## config.mk

```make
export PLATFORM = sky130hd
export DESIGN_NAME = drive_monitor_status_bank
export DESIGN_NICKNAME = d
export VERILOG_FILES = /design/src/logic/drive_monitor_pkg.sv /design/src/logic/drive_monitor_status_bank.sv /design/src/logic/pin_sync.sv /design/src/logic/volt_unit_scale.sv
export SDC_FILE = /design/constraint.sdc
export NUM_CORES = 1
export LEC_CHECK = 0
export BUFFER_PORTS_ARGS = -buffer_cell sky130_fd_sc_hd__buf_2
export CORE_MARGIN = 3
export CORE_UTILIZATION = 56
export CTS_CLUSTER_DIAMETER = 30
export DETAILED_ROUTE_END_ITERATION = 10
export HOLD_SLACK_MARGIN = 0.08
export PLACE_DENSITY = 0.84
export SYNTH_ARGS = -nofsm -noshare
export SYNTH_HDL_FRONTEND = slang
export SYNTH_SLANG_ARGS = --single-unit
```

## constraint.sdc

```tcl
create_clock -name i_clk -period 1.7 [get_ports i_clk]
set_clock_uncertainty 0.1 [all_clocks]
set_input_delay 0.085 -clock i_clk [delete_from_list [all_inputs] [get_ports i_clk]]
set_output_delay 0.085 -clock i_clk [all_outputs]
set_load 0.02 [all_outputs]
```

## src/logic/drive_monitor_pkg.sv

```systemverilog
/*
  Shared constants of the drive monitor register bank: register numbers,
  bit positions inside each monitor word and the voltage scaling figures.
  Assumes a single 100 MHz clock domain and 16-bit holding registers.
*/
package drive_monitor_pkg;
  localparam int WORD_W = 16;
  localparam int ADDR_W = 16;
  localparam int DIN_N  = 7;
  typedef logic [WORD_W-1:0] word_t;
  typedef logic [ADDR_W-1:0] addr_t;

  // Holding register numbers of the monitor range
  localparam addr_t ADDR_DRIVE_STATUS   = 16'h0020;
  localparam addr_t ADDR_FAULT_FIRST    = 16'h0021;
  localparam addr_t ADDR_LINK_STATUS    = 16'h0022;
  localparam addr_t ADDR_FREQ_REF       = 16'h0023;
  localparam addr_t ADDR_OUT_FREQ       = 16'h0024;
  localparam addr_t ADDR_OUT_VOLT       = 16'h0025;
  localparam addr_t ADDR_OUT_CURRENT    = 16'h0026;
  localparam addr_t ADDR_OUT_POWER      = 16'h0027;
  localparam addr_t ADDR_TORQUE_REF     = 16'h0028;
  localparam addr_t ADDR_FAULT_SECOND   = 16'h0029;
  localparam addr_t ADDR_ALARM          = 16'h002a;
  localparam addr_t ADDR_INPUT_TERMINAL = 16'h002b;
  localparam addr_t ADDR_STATUS_TWO     = 16'h002c;
  localparam addr_t ADDR_FIRST          = ADDR_DRIVE_STATUS;
  localparam addr_t ADDR_LAST           = ADDR_STATUS_TWO;

  // Drive status word
  localparam int ST_RUN = 0, ST_REV = 1, ST_READY = 2, ST_FAULT = 3, ST_SET_ERR = 4;
  localparam int ST_RELAY = 5, ST_OPTO1 = 6, ST_OPTO2 = 7, ST_LINK_REF = 14, ST_LINK_RUN = 15;
  // First fault word
  localparam int F1_OC = 0, F1_OV = 1, F1_OL2 = 2, F1_OH = 3, F1_BRAKE = 4, F1_PID = 6;
  localparam int F1_EXT = 7, F1_HW = 8, F1_MOTOR = 9, F1_ENC = 10, F1_UV_BUS = 11;
  localparam int F1_UV_ANY = 12, F1_PHASE = 13, F1_COMM = 14, F1_KEYPAD = 15;
  // Link transfer status word
  localparam int LK_WRITING = 0, LK_LIMIT = 3, LK_INTEGRITY = 4, LK_NVM = 5;
  // Second fault word
  localparam int F2_SC = 0, F2_GF = 1, F2_BUSV = 2, F2_OPL = 3, F2_RH = 4;
  // Alarm word
  localparam int AL_FWDREV = 2, AL_BLOCK = 3, AL_OT = 4, AL_HEATSINK = 5, AL_OV = 6;
  localparam int AL_UV = 7, AL_COMM = 9, AL_OPTION = 10, AL_UT = 11, AL_PREHEAT = 12;
  localparam int AL_PID = 13, AL_CALL = 15;
  // Second status word
  localparam int S2_RUN = 0, S2_READY = 6, S2_FAULT = 14, S2_TIMEOUT = 15;

  // Tenths of a volt to whole volts: floor(x*52429 / 2^19) equals floor(x/10) for 16 bits
  localparam logic [16:0] DIV10_MUL   = 17'h0cccd;
  localparam int          DIV10_SHIFT = 19;
endpackage

```

## src/logic/drive_monitor_status_bank.sv

```systemverilog
/*
  Read-only monitor register bank of a motor drive, holding registers
  0x0020 to 0x002C, served to the serial link's frame engine.
  Assumes the frame engine (same clock) gives one-cycle read and write
  strobes with a register number, and that drive conditions arrive as
  same-clock levels; only the input terminals come straight from pins.
*/
// Behaviour
// - Every monitor register is read only and a write never changes what is read.
// - Drive status bits 0 to 5 give run, reverse, ready, fault, setting error and relay contact.
// - Drive status bits 6 and 7 give the optocoupler outputs, 14 and 15 the link sources, 8 to 13 zero.
// - First fault word bits 0 to 3 give overcurrent or ground, bus overvoltage, drive overload, overheat.
// - First fault word bit 4 brake resistor, bit 5 zero, bit 6 PID feedback, bit 7 external, bit 8 hardware.
// - First fault word bit 9 motor overload or torque faults, bit 10 encoder, overspeed or deviation.
// - First fault word bits 11 to 15 give bus undervoltage, any undervoltage, phase loss, comm loss, keypad.
// - Registers 0x0023 to 0x0028 return the live measurements, current at 10 counts per ampere.
// - Output voltage reads in 0.1 V counts unless the unit select asks for whole volts.
// - Second fault word bits 0 to 4 give short, ground, input phase loss, output phase loss, resistor heat.
// - Alarm word bits 2 to 5 give forward-reverse clash, output blocked, overtorque, heatsink heat.
// - Alarm word bits 6, 7, 9, 10, 11 give bus over and under voltage, comm, option error, undertorque.
// - Alarm word bit 12 prealarm, bit 13 PID feedback alarm, bit 15 waiting for the link.
// - Second status word gives run in bit 0, ready in bit 6, fault in bit 14, link timeout in bit 15.
`timescale 1ns/1ps
module drive_monitor_status_bank
  import drive_monitor_pkg::*;
(
  input  wire logic                           i_clk,                   // 100 MHz clock
  input  wire logic                           i_rstn,                  // Async reset, active low
  // Register access from the frame engine
  input  wire logic                           i_rd_req,                // Read strobe, one cycle
  input  wire logic                           i_wr_req,                // Write strobe, one cycle
  input  wire drive_monitor_pkg::addr_t       i_addr,                  // Register number
  output logic                                o_rd_valid,              // Read answer strobe
  output drive_monitor_pkg::word_t            o_rd_data,               // Read data
  output logic                                o_rd_err,                // Read outside the range
  output logic                                o_wr_refused,            // Write to a read-only register
  // Drive state
  input  wire logic                           i_running,               // Motor running
  input  wire logic                           i_reverse,               // Rotating in reverse
  input  wire logic                           i_ready,                 // Drive ready
  input  wire logic                           i_fault_present,         // Any fault
  input  wire logic                           i_setting_error,         // Data setting error
  input  wire logic                           i_relay_contact_output,  // Relay contact state
  input  wire logic                           i_optocoupler_output_one,// Opto output 1
  input  wire logic                           i_optocoupler_output_two,// Opto output 2
  input  wire logic                           i_link_reference_source, // Reference from link
  input  wire logic                           i_link_run_control_source, // Run control from link
  input  wire logic                           i_link_timeout,          // Link timeout
  // Fault conditions
  input  wire logic                           i_overcurrent_fault,     // Overcurrent
  input  wire logic                           i_ground_fault,          // Ground fault
  input  wire logic                           i_bus_overvoltage,       // Bus overvoltage
  input  wire logic                           i_drive_overload,        // Drive overload
  input  wire logic                           i_overheat_fault_one,    // Overheat fault
  input  wire logic                           i_overheat_prealarm,     // Overheat prealarm
  input  wire logic                           i_brake_resistor_overheat, // Brake resistor heat
  input  wire logic                           i_brake_transistor_fault,// Brake transistor
  input  wire logic                           i_pid_feedback_low,      // PID feedback low
  input  wire logic                           i_pid_feedback_high,     // PID feedback high
  input  wire logic                           i_external_fault_link,   // External fault from link
  input  wire logic [DIN_N-1:0]               i_external_fault_inputs, // External faults at inputs
  input  wire logic                           i_hardware_fault,        // Hardware fault
  input  wire logic                           i_option_hardware_fault, // Option hardware fault
  input  wire logic                           i_motor_overload,        // Motor overload
  input  wire logic                           i_overtorque_one,        // Overtorque 1
  input  wire logic                           i_overtorque_two,        // Overtorque 2
  input  wire logic                           i_undertorque_one,       // Undertorque 1
  input  wire logic                           i_undertorque_two,       // Undertorque 2
  input  wire logic                           i_encoder_disconnect,    // Encoder lost
  input  wire logic                           i_overspeed_fault,       // Overspeed
  input  wire logic                           i_speed_deviation,       // Speed deviation
  input  wire logic                           i_bus_undervoltage,      // Bus undervoltage
  input  wire logic                           i_control_supply_fault,  // Control supply
  input  wire logic                           i_inrush_circuit_fault,  // Inrush circuit
  input  wire logic                           i_input_phase_loss,      // Input phase loss
  input  wire logic                           i_output_phase_loss,     // Output phase loss
  input  wire logic                           i_comm_loss,             // Communication loss
  input  wire logic                           i_keypad_disconnected,   // Keypad gone
  input  wire logic                           i_load_short_circuit,    // Load short
  // Alarm conditions
  input  wire logic                           i_fwd_rev_conflict,      // Both directions commanded
  input  wire logic                           i_output_blocked,        // Output blocked
  input  wire logic                           i_heatsink_overheat,     // Heatsink alarm
  input  wire logic                           i_comm_error,            // Communication error
  input  wire logic                           i_option_error,          // Option error
  input  wire logic                           i_waiting_for_link,      // Waiting for link
  // Link transfer state
  input  wire logic                           i_link_writing,          // Writing data
  input  wire logic                           i_link_limit_error,      // Limit error
  input  wire logic                           i_link_integrity_error,  // Integrity error
  input  wire logic                           i_link_nvm_write,        // Storing to memory
  // Measurements and configuration
  input  wire drive_monitor_pkg::word_t       i_freq_reference,        // Frequency reference
  input  wire drive_monitor_pkg::word_t       i_output_freq,           // Output frequency
  input  wire drive_monitor_pkg::word_t       i_output_volt_tenths,    // Voltage, 0.1 V counts
  input  wire drive_monitor_pkg::word_t       i_output_current,        // Current, 0.1 A counts
  input  wire drive_monitor_pkg::word_t       i_output_power,          // Output power
  input  wire drive_monitor_pkg::word_t       i_torque_reference,      // Torque reference
  input  wire logic                           i_voltage_unit_select,   // 1: whole volts
  input  wire logic [DIN_N-1:0]               i_input_terminal_pins    // Digital input pins
);
  word_t             status_w;
  word_t             fault1_w;
  word_t             link_w;
  word_t             fault2_w;
  word_t             alarm_w;
  word_t             inputs_w;
  word_t             status2_w;
  word_t             volt_w;
  word_t             mux_w;
  logic [DIN_N-1:0]  input_closed;
  addr_t             rd_addr_r;

  // Range decode, shared by the read answer and the write refusal
  function automatic logic in_monitor_range(input addr_t a);
    in_monitor_range = (a >= ADDR_FIRST) && (a <= ADDR_LAST);
  endfunction

  // Terminal pins come from outside and must be filtered
  pin_sync #(
    .W       (DIN_N)
  ) u_input_sync (
    .i_clk   (i_clk),
    .i_rstn  (i_rstn),
    .i_pin   (i_input_terminal_pins),
    .o_level (input_closed)
  );

  volt_unit_scale u_volt_scale (
    .i_whole_volts (i_voltage_unit_select),
    .i_tenths      (i_output_volt_tenths),
    .o_value       (volt_w)
  );

  // Status words; anything not named stays zero
  always_comb begin
    status_w  = '0;
    status2_w = '0;
    status_w[ST_RUN]      = i_running;
    status_w[ST_REV]      = i_reverse;
    status_w[ST_READY]    = i_ready;
    status_w[ST_FAULT]    = i_fault_present;
    status_w[ST_SET_ERR]  = i_setting_error;
    status_w[ST_RELAY]    = i_relay_contact_output;
    status_w[ST_OPTO1]    = i_optocoupler_output_one;
    status_w[ST_OPTO2]    = i_optocoupler_output_two;
    status_w[ST_LINK_REF] = i_link_reference_source;
    status_w[ST_LINK_RUN] = i_link_run_control_source;
    status2_w[S2_RUN]     = i_running;
    status2_w[S2_READY]   = i_ready;
    status2_w[S2_FAULT]   = i_fault_present;
    status2_w[S2_TIMEOUT] = i_link_timeout;
  end

  // First fault word; several causes fold into one flag
  always_comb begin
    fault1_w = '0;
    fault1_w[F1_OC]     = i_overcurrent_fault | i_ground_fault;
    fault1_w[F1_OV]     = i_bus_overvoltage;
    fault1_w[F1_OL2]    = i_drive_overload;
    fault1_w[F1_OH]     = i_overheat_fault_one | i_overheat_prealarm;
    fault1_w[F1_BRAKE]  = i_brake_resistor_overheat | i_brake_transistor_fault;
    fault1_w[F1_PID]    = i_pid_feedback_low | i_pid_feedback_high;
    fault1_w[F1_EXT]    = i_external_fault_link | (|i_external_fault_inputs);
    fault1_w[F1_HW]     = i_hardware_fault | i_option_hardware_fault;
    fault1_w[F1_MOTOR]  = i_motor_overload | i_overtorque_one | i_overtorque_two
                        | i_undertorque_one | i_undertorque_two;
    fault1_w[F1_ENC]    = i_encoder_disconnect | i_overspeed_fault | i_speed_deviation;
    fault1_w[F1_UV_BUS] = i_bus_undervoltage;
    fault1_w[F1_UV_ANY] = i_bus_undervoltage | i_control_supply_fault | i_inrush_circuit_fault;
    fault1_w[F1_PHASE]  = i_input_phase_loss | i_output_phase_loss;
    fault1_w[F1_COMM]   = i_comm_loss;
    fault1_w[F1_KEYPAD] = i_keypad_disconnected;
  end

  // Link transfer, second fault and input words
  always_comb begin
    link_w   = '0;
    fault2_w = '0;
    inputs_w = '0;
    link_w[LK_WRITING]   = i_link_writing;
    link_w[LK_LIMIT]     = i_link_limit_error;
    link_w[LK_INTEGRITY] = i_link_integrity_error;
    link_w[LK_NVM]       = i_link_nvm_write;
    fault2_w[F2_SC]      = i_load_short_circuit;
    fault2_w[F2_GF]      = i_ground_fault;
    fault2_w[F2_BUSV]    = i_input_phase_loss;
    fault2_w[F2_OPL]     = i_output_phase_loss;
    fault2_w[F2_RH]      = i_brake_resistor_overheat;
    inputs_w[DIN_N-1:0]  = input_closed;
  end

  // Alarm word; bus voltage alarms share the fault sources
  always_comb begin
    alarm_w = '0;
    alarm_w[AL_FWDREV]   = i_fwd_rev_conflict;
    alarm_w[AL_BLOCK]    = i_output_blocked;
    alarm_w[AL_OT]       = i_overtorque_one;
    alarm_w[AL_HEATSINK] = i_heatsink_overheat;
    alarm_w[AL_OV]       = i_bus_overvoltage;
    alarm_w[AL_UV]       = i_bus_undervoltage;
    alarm_w[AL_COMM]     = i_comm_error;
    alarm_w[AL_OPTION]   = i_option_error;
    alarm_w[AL_UT]       = i_undertorque_one;
    alarm_w[AL_PREHEAT]  = i_overheat_prealarm;
    alarm_w[AL_PID]      = i_pid_feedback_low | i_pid_feedback_high;
    alarm_w[AL_CALL]     = i_waiting_for_link;
  end

  always_comb begin
    case (i_addr)
      ADDR_DRIVE_STATUS:   mux_w = status_w;
      ADDR_FAULT_FIRST:    mux_w = fault1_w;
      ADDR_LINK_STATUS:    mux_w = link_w;
      ADDR_FREQ_REF:       mux_w = i_freq_reference;
      ADDR_OUT_FREQ:       mux_w = i_output_freq;
      ADDR_OUT_VOLT:       mux_w = volt_w;
      ADDR_OUT_CURRENT:    mux_w = i_output_current;
      ADDR_OUT_POWER:      mux_w = i_output_power;
      ADDR_TORQUE_REF:     mux_w = i_torque_reference;
      ADDR_FAULT_SECOND:   mux_w = fault2_w;
      ADDR_ALARM:          mux_w = alarm_w;
      ADDR_INPUT_TERMINAL: mux_w = inputs_w;
      ADDR_STATUS_TWO:     mux_w = status2_w;
      default:             mux_w = '0;
    endcase
  end

  // Answer strobe follows every read by one cycle
  always_ff @(posedge i_clk or negedge i_rstn) begin
    if (!i_rstn) begin
      o_rd_valid <= 1'b0;
      o_rd_err   <= 1'b0;
    end else begin
      o_rd_valid <= i_rd_req;
      o_rd_err   <= i_rd_req && !in_monitor_range(i_addr);
    end
  end

  // Sample at the read
  // Data is taken in the strobe cycle, so flags are not latched history
  always_ff @(posedge i_clk or negedge i_rstn) begin
    if (!i_rstn) begin
      o_rd_data <= '0;
      rd_addr_r <= '0;
    end else if (i_rd_req) begin
      o_rd_data <= mux_w;
      rd_addr_r <= i_addr;
    end
  end

  // Writes inside the monitor range are refused
  // Nothing in the bank has a write path; the strobe only reports refusal
  always_ff @(posedge i_clk or negedge i_rstn) begin
    if (!i_rstn) begin
      o_wr_refused <= 1'b0;
    end else begin
      o_wr_refused <= i_wr_req && in_monitor_range(i_addr);
    end
  end
endmodule

```

## src/logic/pin_sync.sv

```systemverilog
/*
  Three-stage synchroniser for a group of slow pins. A change is taken
  once the second and third stages agree. Assumes pins are quasi-static.
*/
`timescale 1ns/1ps
module pin_sync #(
  parameter int W = 1
) (
  input  wire logic         i_clk,   // System clock
  input  wire logic         i_rstn,  // Asynchronous reset, active low
  input  wire logic [W-1:0] i_pin,   // Raw pin levels
  output logic      [W-1:0] o_level  // Filtered level
);
  logic [W-1:0] meta_r;
  logic [W-1:0] s2_r;
  logic [W-1:0] s3_r;

  // Stage chain; the first stage feeds only the second
  always_ff @(posedge i_clk or negedge i_rstn) begin
    if (!i_rstn) begin
      meta_r <= '0;
      s2_r   <= '0;
      s3_r   <= '0;
    end else begin
      meta_r <= i_pin;
      s2_r   <= meta_r;
      s3_r   <= s2_r;
    end
  end

  // Per bit, accept only when stages two and three agree
  genvar g;
  generate
    for (g = 0; g < W; g++) begin : g_bit
      always_ff @(posedge i_clk or negedge i_rstn) begin
        if (!i_rstn) begin
          o_level[g] <= 1'b0;
        end else if (s2_r[g] == s3_r[g]) begin
          o_level[g] <= s3_r[g];
        end
      end
    end
  endgenerate
endmodule

```

## src/logic/volt_unit_scale.sv

```systemverilog
/*
  Output voltage unit selection: passes tenths of a volt, or converts
  them to whole volts. Pure combinational; the caller registers it.
*/
`timescale 1ns/1ps
module volt_unit_scale
  import drive_monitor_pkg::*;
(
  input  wire logic  i_whole_volts,  // 1: report whole volts
  input  wire word_t i_tenths,       // Voltage in 0.1 V counts
  output word_t      o_value         // Value as reported
);
  logic [33:0] prod;

  // Multiply-and-shift avoids a real divider
  always_comb begin
    prod    = {17'h00000, i_tenths} * {17'h00000, DIV10_MUL};
    o_value = i_whole_volts ? prod[DIV10_SHIFT +: WORD_W] : i_tenths;
  end
endmodule

```

==> impl_metrics.yaml <==
synthesis:
  synth_xor_area_frac: 0.0159
  syn_area_per_cell_sq_um: 9.30
  yosysSeqAreaShare: 0.153
  ys_types: 73
  netlist_area_sq_um: 7710
  yosysMostFrequentCell: "inv_1"
  synth_top_family_by_area: "adder cells"
  yosys_warnings: 0
  synth_compound_area_frac: 0.153
  synthMuxAreaShare: 0.0396
  synth_cells: 829
  synth_fa_ha_area_frac: 0.427
  synth.area.top_cells: "ha_1 (21%), fa_1 (21%), dfrtp_1 (15%)"
  synth_top_area_share: 0.213
  syn_nets: 1220
  synth-main-ff-cell: "dfrtp_1"
  synth-simple-area-share: 0.116
  ys_ff_latch: 47
  yosys.area.top_type: "ha_1"
  synth_edf_count: 0
  postSynth.asyncResetShare: 1.00
  ys_top_cells_by_count: "inv_1 (165), ha_1 (131), fa_1 (79)"
routing:
  ant_nets: 0
  wl_per_cell_um: 23.7
  drc: 0
  drt_iter0_markers: 958
  dr.pass1.iters: 10
  drt-total-wl_um: 33200
  drt-vias-per-instance: 6.30
  num_vias: 8843
power:
  seq_power_share: 0.056
  power_switching_mw: 11.0
  vdd_drop_max_mv: 1.65
  clockPowerShare: 0.047
  power.leakage_nw: 5.96
  p_per_area_nw_per_um2: 1900
  switching_share: 0.508
  p_int_mw: 10.7
  p_comb_frac: 0.897
sta:
  report.final.slew_viol_count: 0
  fin_ws_ns: -3.14
  rsz0062_at_grt: "yes"
  fin_crit_ns: 4.84
  finalHoldViolCount: 0
  clock.fmax_mhz: 207
  finalSetupViolations: 16
  fin_hold_ws_ns: 0.0613
  tightest_slew_ns: 1.08
  period_share: 2.85
  max_slew_margin: 0.264
job:
  maxCapViolCount: 0
die:
  fp-row-count: 42
  pin_count: 200
  die-area_sq_um: 15200
  coreArea_sq_um: 13300
  die_h_um: 123
  initial_core_util: 0.578
  chipWidth_um: 123
grt:
  overflow: 0
  grt_pass1_vias: 8813
  antenna_found_initial: 3
  grt_pass1_wl_um: 46500
  grt_util_all_layers: 0.407
  grt_max_degree: 48
cts:
  htree_levels: 2
  cts.clk_slew.worst_paths_ns: 0.07
  cts-root-buf: "clkbuf_16"
  clk_latency_ns: 0.29
  clock-sinks: 47
  numCtsBuffers: 5
  clk_path_buf_depth: 2
  tritoncts: "yes"
worst_setup_path:
  cp-endpoint: "o_rd_data[9]"
  cp_max_fo: 5
  cp-startpoint: "i_output_volt_tenths[4]"
  r2r-start: "u_input_sync.o_level[4]"
  rr_endpoint: "o_rd_data[4]"
  crit_cells: 21
  critPathBufInv: 7
  r2r_slack_ns: -0.59
  ff2ff_path_depth: 5
  slowest_delay_ns: 0.56
  required_ns: 1.77
  startpoint_type: "input port"
  critical_path_class: "input port to flip-flop"
  critPathSlowestCell: "fa_1"
  endpoint_kind: "flip-flop"
  cpLargestDelayFamily: "adder cells"
  arrival_ns: 4.91
  worstPathCellList: "buf_12 -> ha_4 -> xor2_1 -> ha_1 -> fa_1 -> inv_2 -> fa_1 -> inv_2 -> fa_1 -> inv_2 -> fa_1 -> inv_2 -> ha_4 -> buf_6 -> nand4_1 -> a31o_4 -> nand4b_1 -> o221ai_2 -> buf_4 -> xor2_1 -> o21ai_1"
status:
  violations: "negative setup slack"
  outcome: "finished, violations left"
finish:
  final_cell_area_sq_um: 11500
  drive_above_1_share: 0.447
  final_util: 0.860
  nets: 1614
  fin_cells: 1403
  syn2layout_area_growth_pct: 48.8
placement:
  numPortBuffers: 199
  place.gp.congestion: 1.05
  dpl.cell_count: 1355
  dp_hpwl_um: 24100
  dpl_cell_area_sq_um: 10500
min_path:
  worstHoldStart: "i_fault_present"
  min_path_type: "input port to flip-flop"
[worst min path at each step]
stage	endpoint	slack [ns]	cells past startpoint
CTS	o_rd_data[14]	0.09	3
floorplan	o_rd_data[0]	-0.31	0
detailed placement	u_input_sync.s2_r[5]	0.1	2
global route	o_rd_data[3]	0.11	4
finish	o_rd_data[14]	0.06	3
global placement	u_input_sync.s2_r[5]	0.09	2
[cell usage in the layout (no fill, tap or decap), types with 8 or more instances in the layout]
cell | netlist | layout
inv_2 | 0 | 20
a21o_1 | 14 | 14
inv_1 | 165 | 145
nand4_1 | 8 | 8
mux2i_1 | 8 | 8
a21oi_1 | 33 | 25
nand2_1 | 35 | 30
o21ai_0 | 28 | 16
dfrtp_1 | 47 | 47
a22oi_1 | 24 | 23
buf_2 | 5 | 186
ha_4 | 0 | 20
buf_4 | 1 | 190
mux2_2 | 20 | 20
fa_1 | 79 | 74
nor2b_1 | 9 | 9
dlygate4sd3_1 | 0 | 16
nand3_1 | 12 | 10
buf_6 | 2 | 14
nor2_1 | 36 | 31
ha_1 | 131 | 109
[final cells by class]
class	instances	area (sq um)
antenna	3	7.51
sequential	47	1180
clock buffer	6	129
fill	624	1870
inverter	166	623
multi-input combinational	590	6500
clock inverter	2	16.3
tap	176	220
timing repair buffer	413	2810
[worst register-to-register path: cells and delay by family, from the launching register on]
family / cells / cell delay (ns)
muxes: 1 / 0.30
DFF: 1 / 0.45
AOI/OAI and AO/OA: 3 / 1.18
and+or+nand+nor: 1 / 0.10
[state kept, by name, summed over array words and instances (netlist names)]
signal and count:
o_rd_valid 1, o_rd_data 16, o_rd_err 1, o_wr_refused 1, u_input_sync.s3_r 7, u_input_sync.s2_r 7
u_input_sync.o_level 7, u_input_sync.meta_r 7
[layer usage]
layer	routed length, um	vias up	GRT usage
met1	11400	4151	0.472
met3	4190	246	0.133
met2	15000	777	0.656
met5	0	-	0
met4	2610	0	0.239
li1	-	3669	-
[per-stage QoR]
stage	worst slack [ns]	power, mW	setup TNS [ns]
after global placement	-3.24	15.0	-42.26
after floorplan	-2.87	10.5	-35.83
final	-3.14	21.7	-39.78
after CTS	-2.94	18.4	-37.54
after detailed placement	-3.35	15.6	-43.42
after global routing	-3.21	22.6	-40.87
[cells by family after synthesis]
kind of cell               after synthesis
xor gates and xnor gates                14
buffers and inverters                  192
AOI/OAI and AO/OA                      171
DFF                                     47
and+or+nand+nor                        160
muxes                                   28
adders and majority gates              217
[power groups by stage]
stage	combinational [mW]	sequential [mW]	clock, mW
2_1_floorplan	9.30	1.24	0
3_3_place_gp	13.7	1.23	0
3_5_place_dp	14.4	1.23	0
4_1_cts	16.2	1.21	0.963
5_1_grt	20.3	1.22	1.04
6_report	19.5	1.22	1.02
[what timing repair did]
| action | 4_1_cts | 5_1_grt |
|---|---|---|
| endpoints found under the hold margin | 59 | 0 |
| resized for setup | 73 | 49 |
| endpoints found under the setup margin | 16 | 16 |
| buffers inserted | 13 | 10 |
| pin swaps | 56 | 62 |
| hold buffers | 16 | 0 |
No activity file was read; power rests on OpenSTA's default activity.
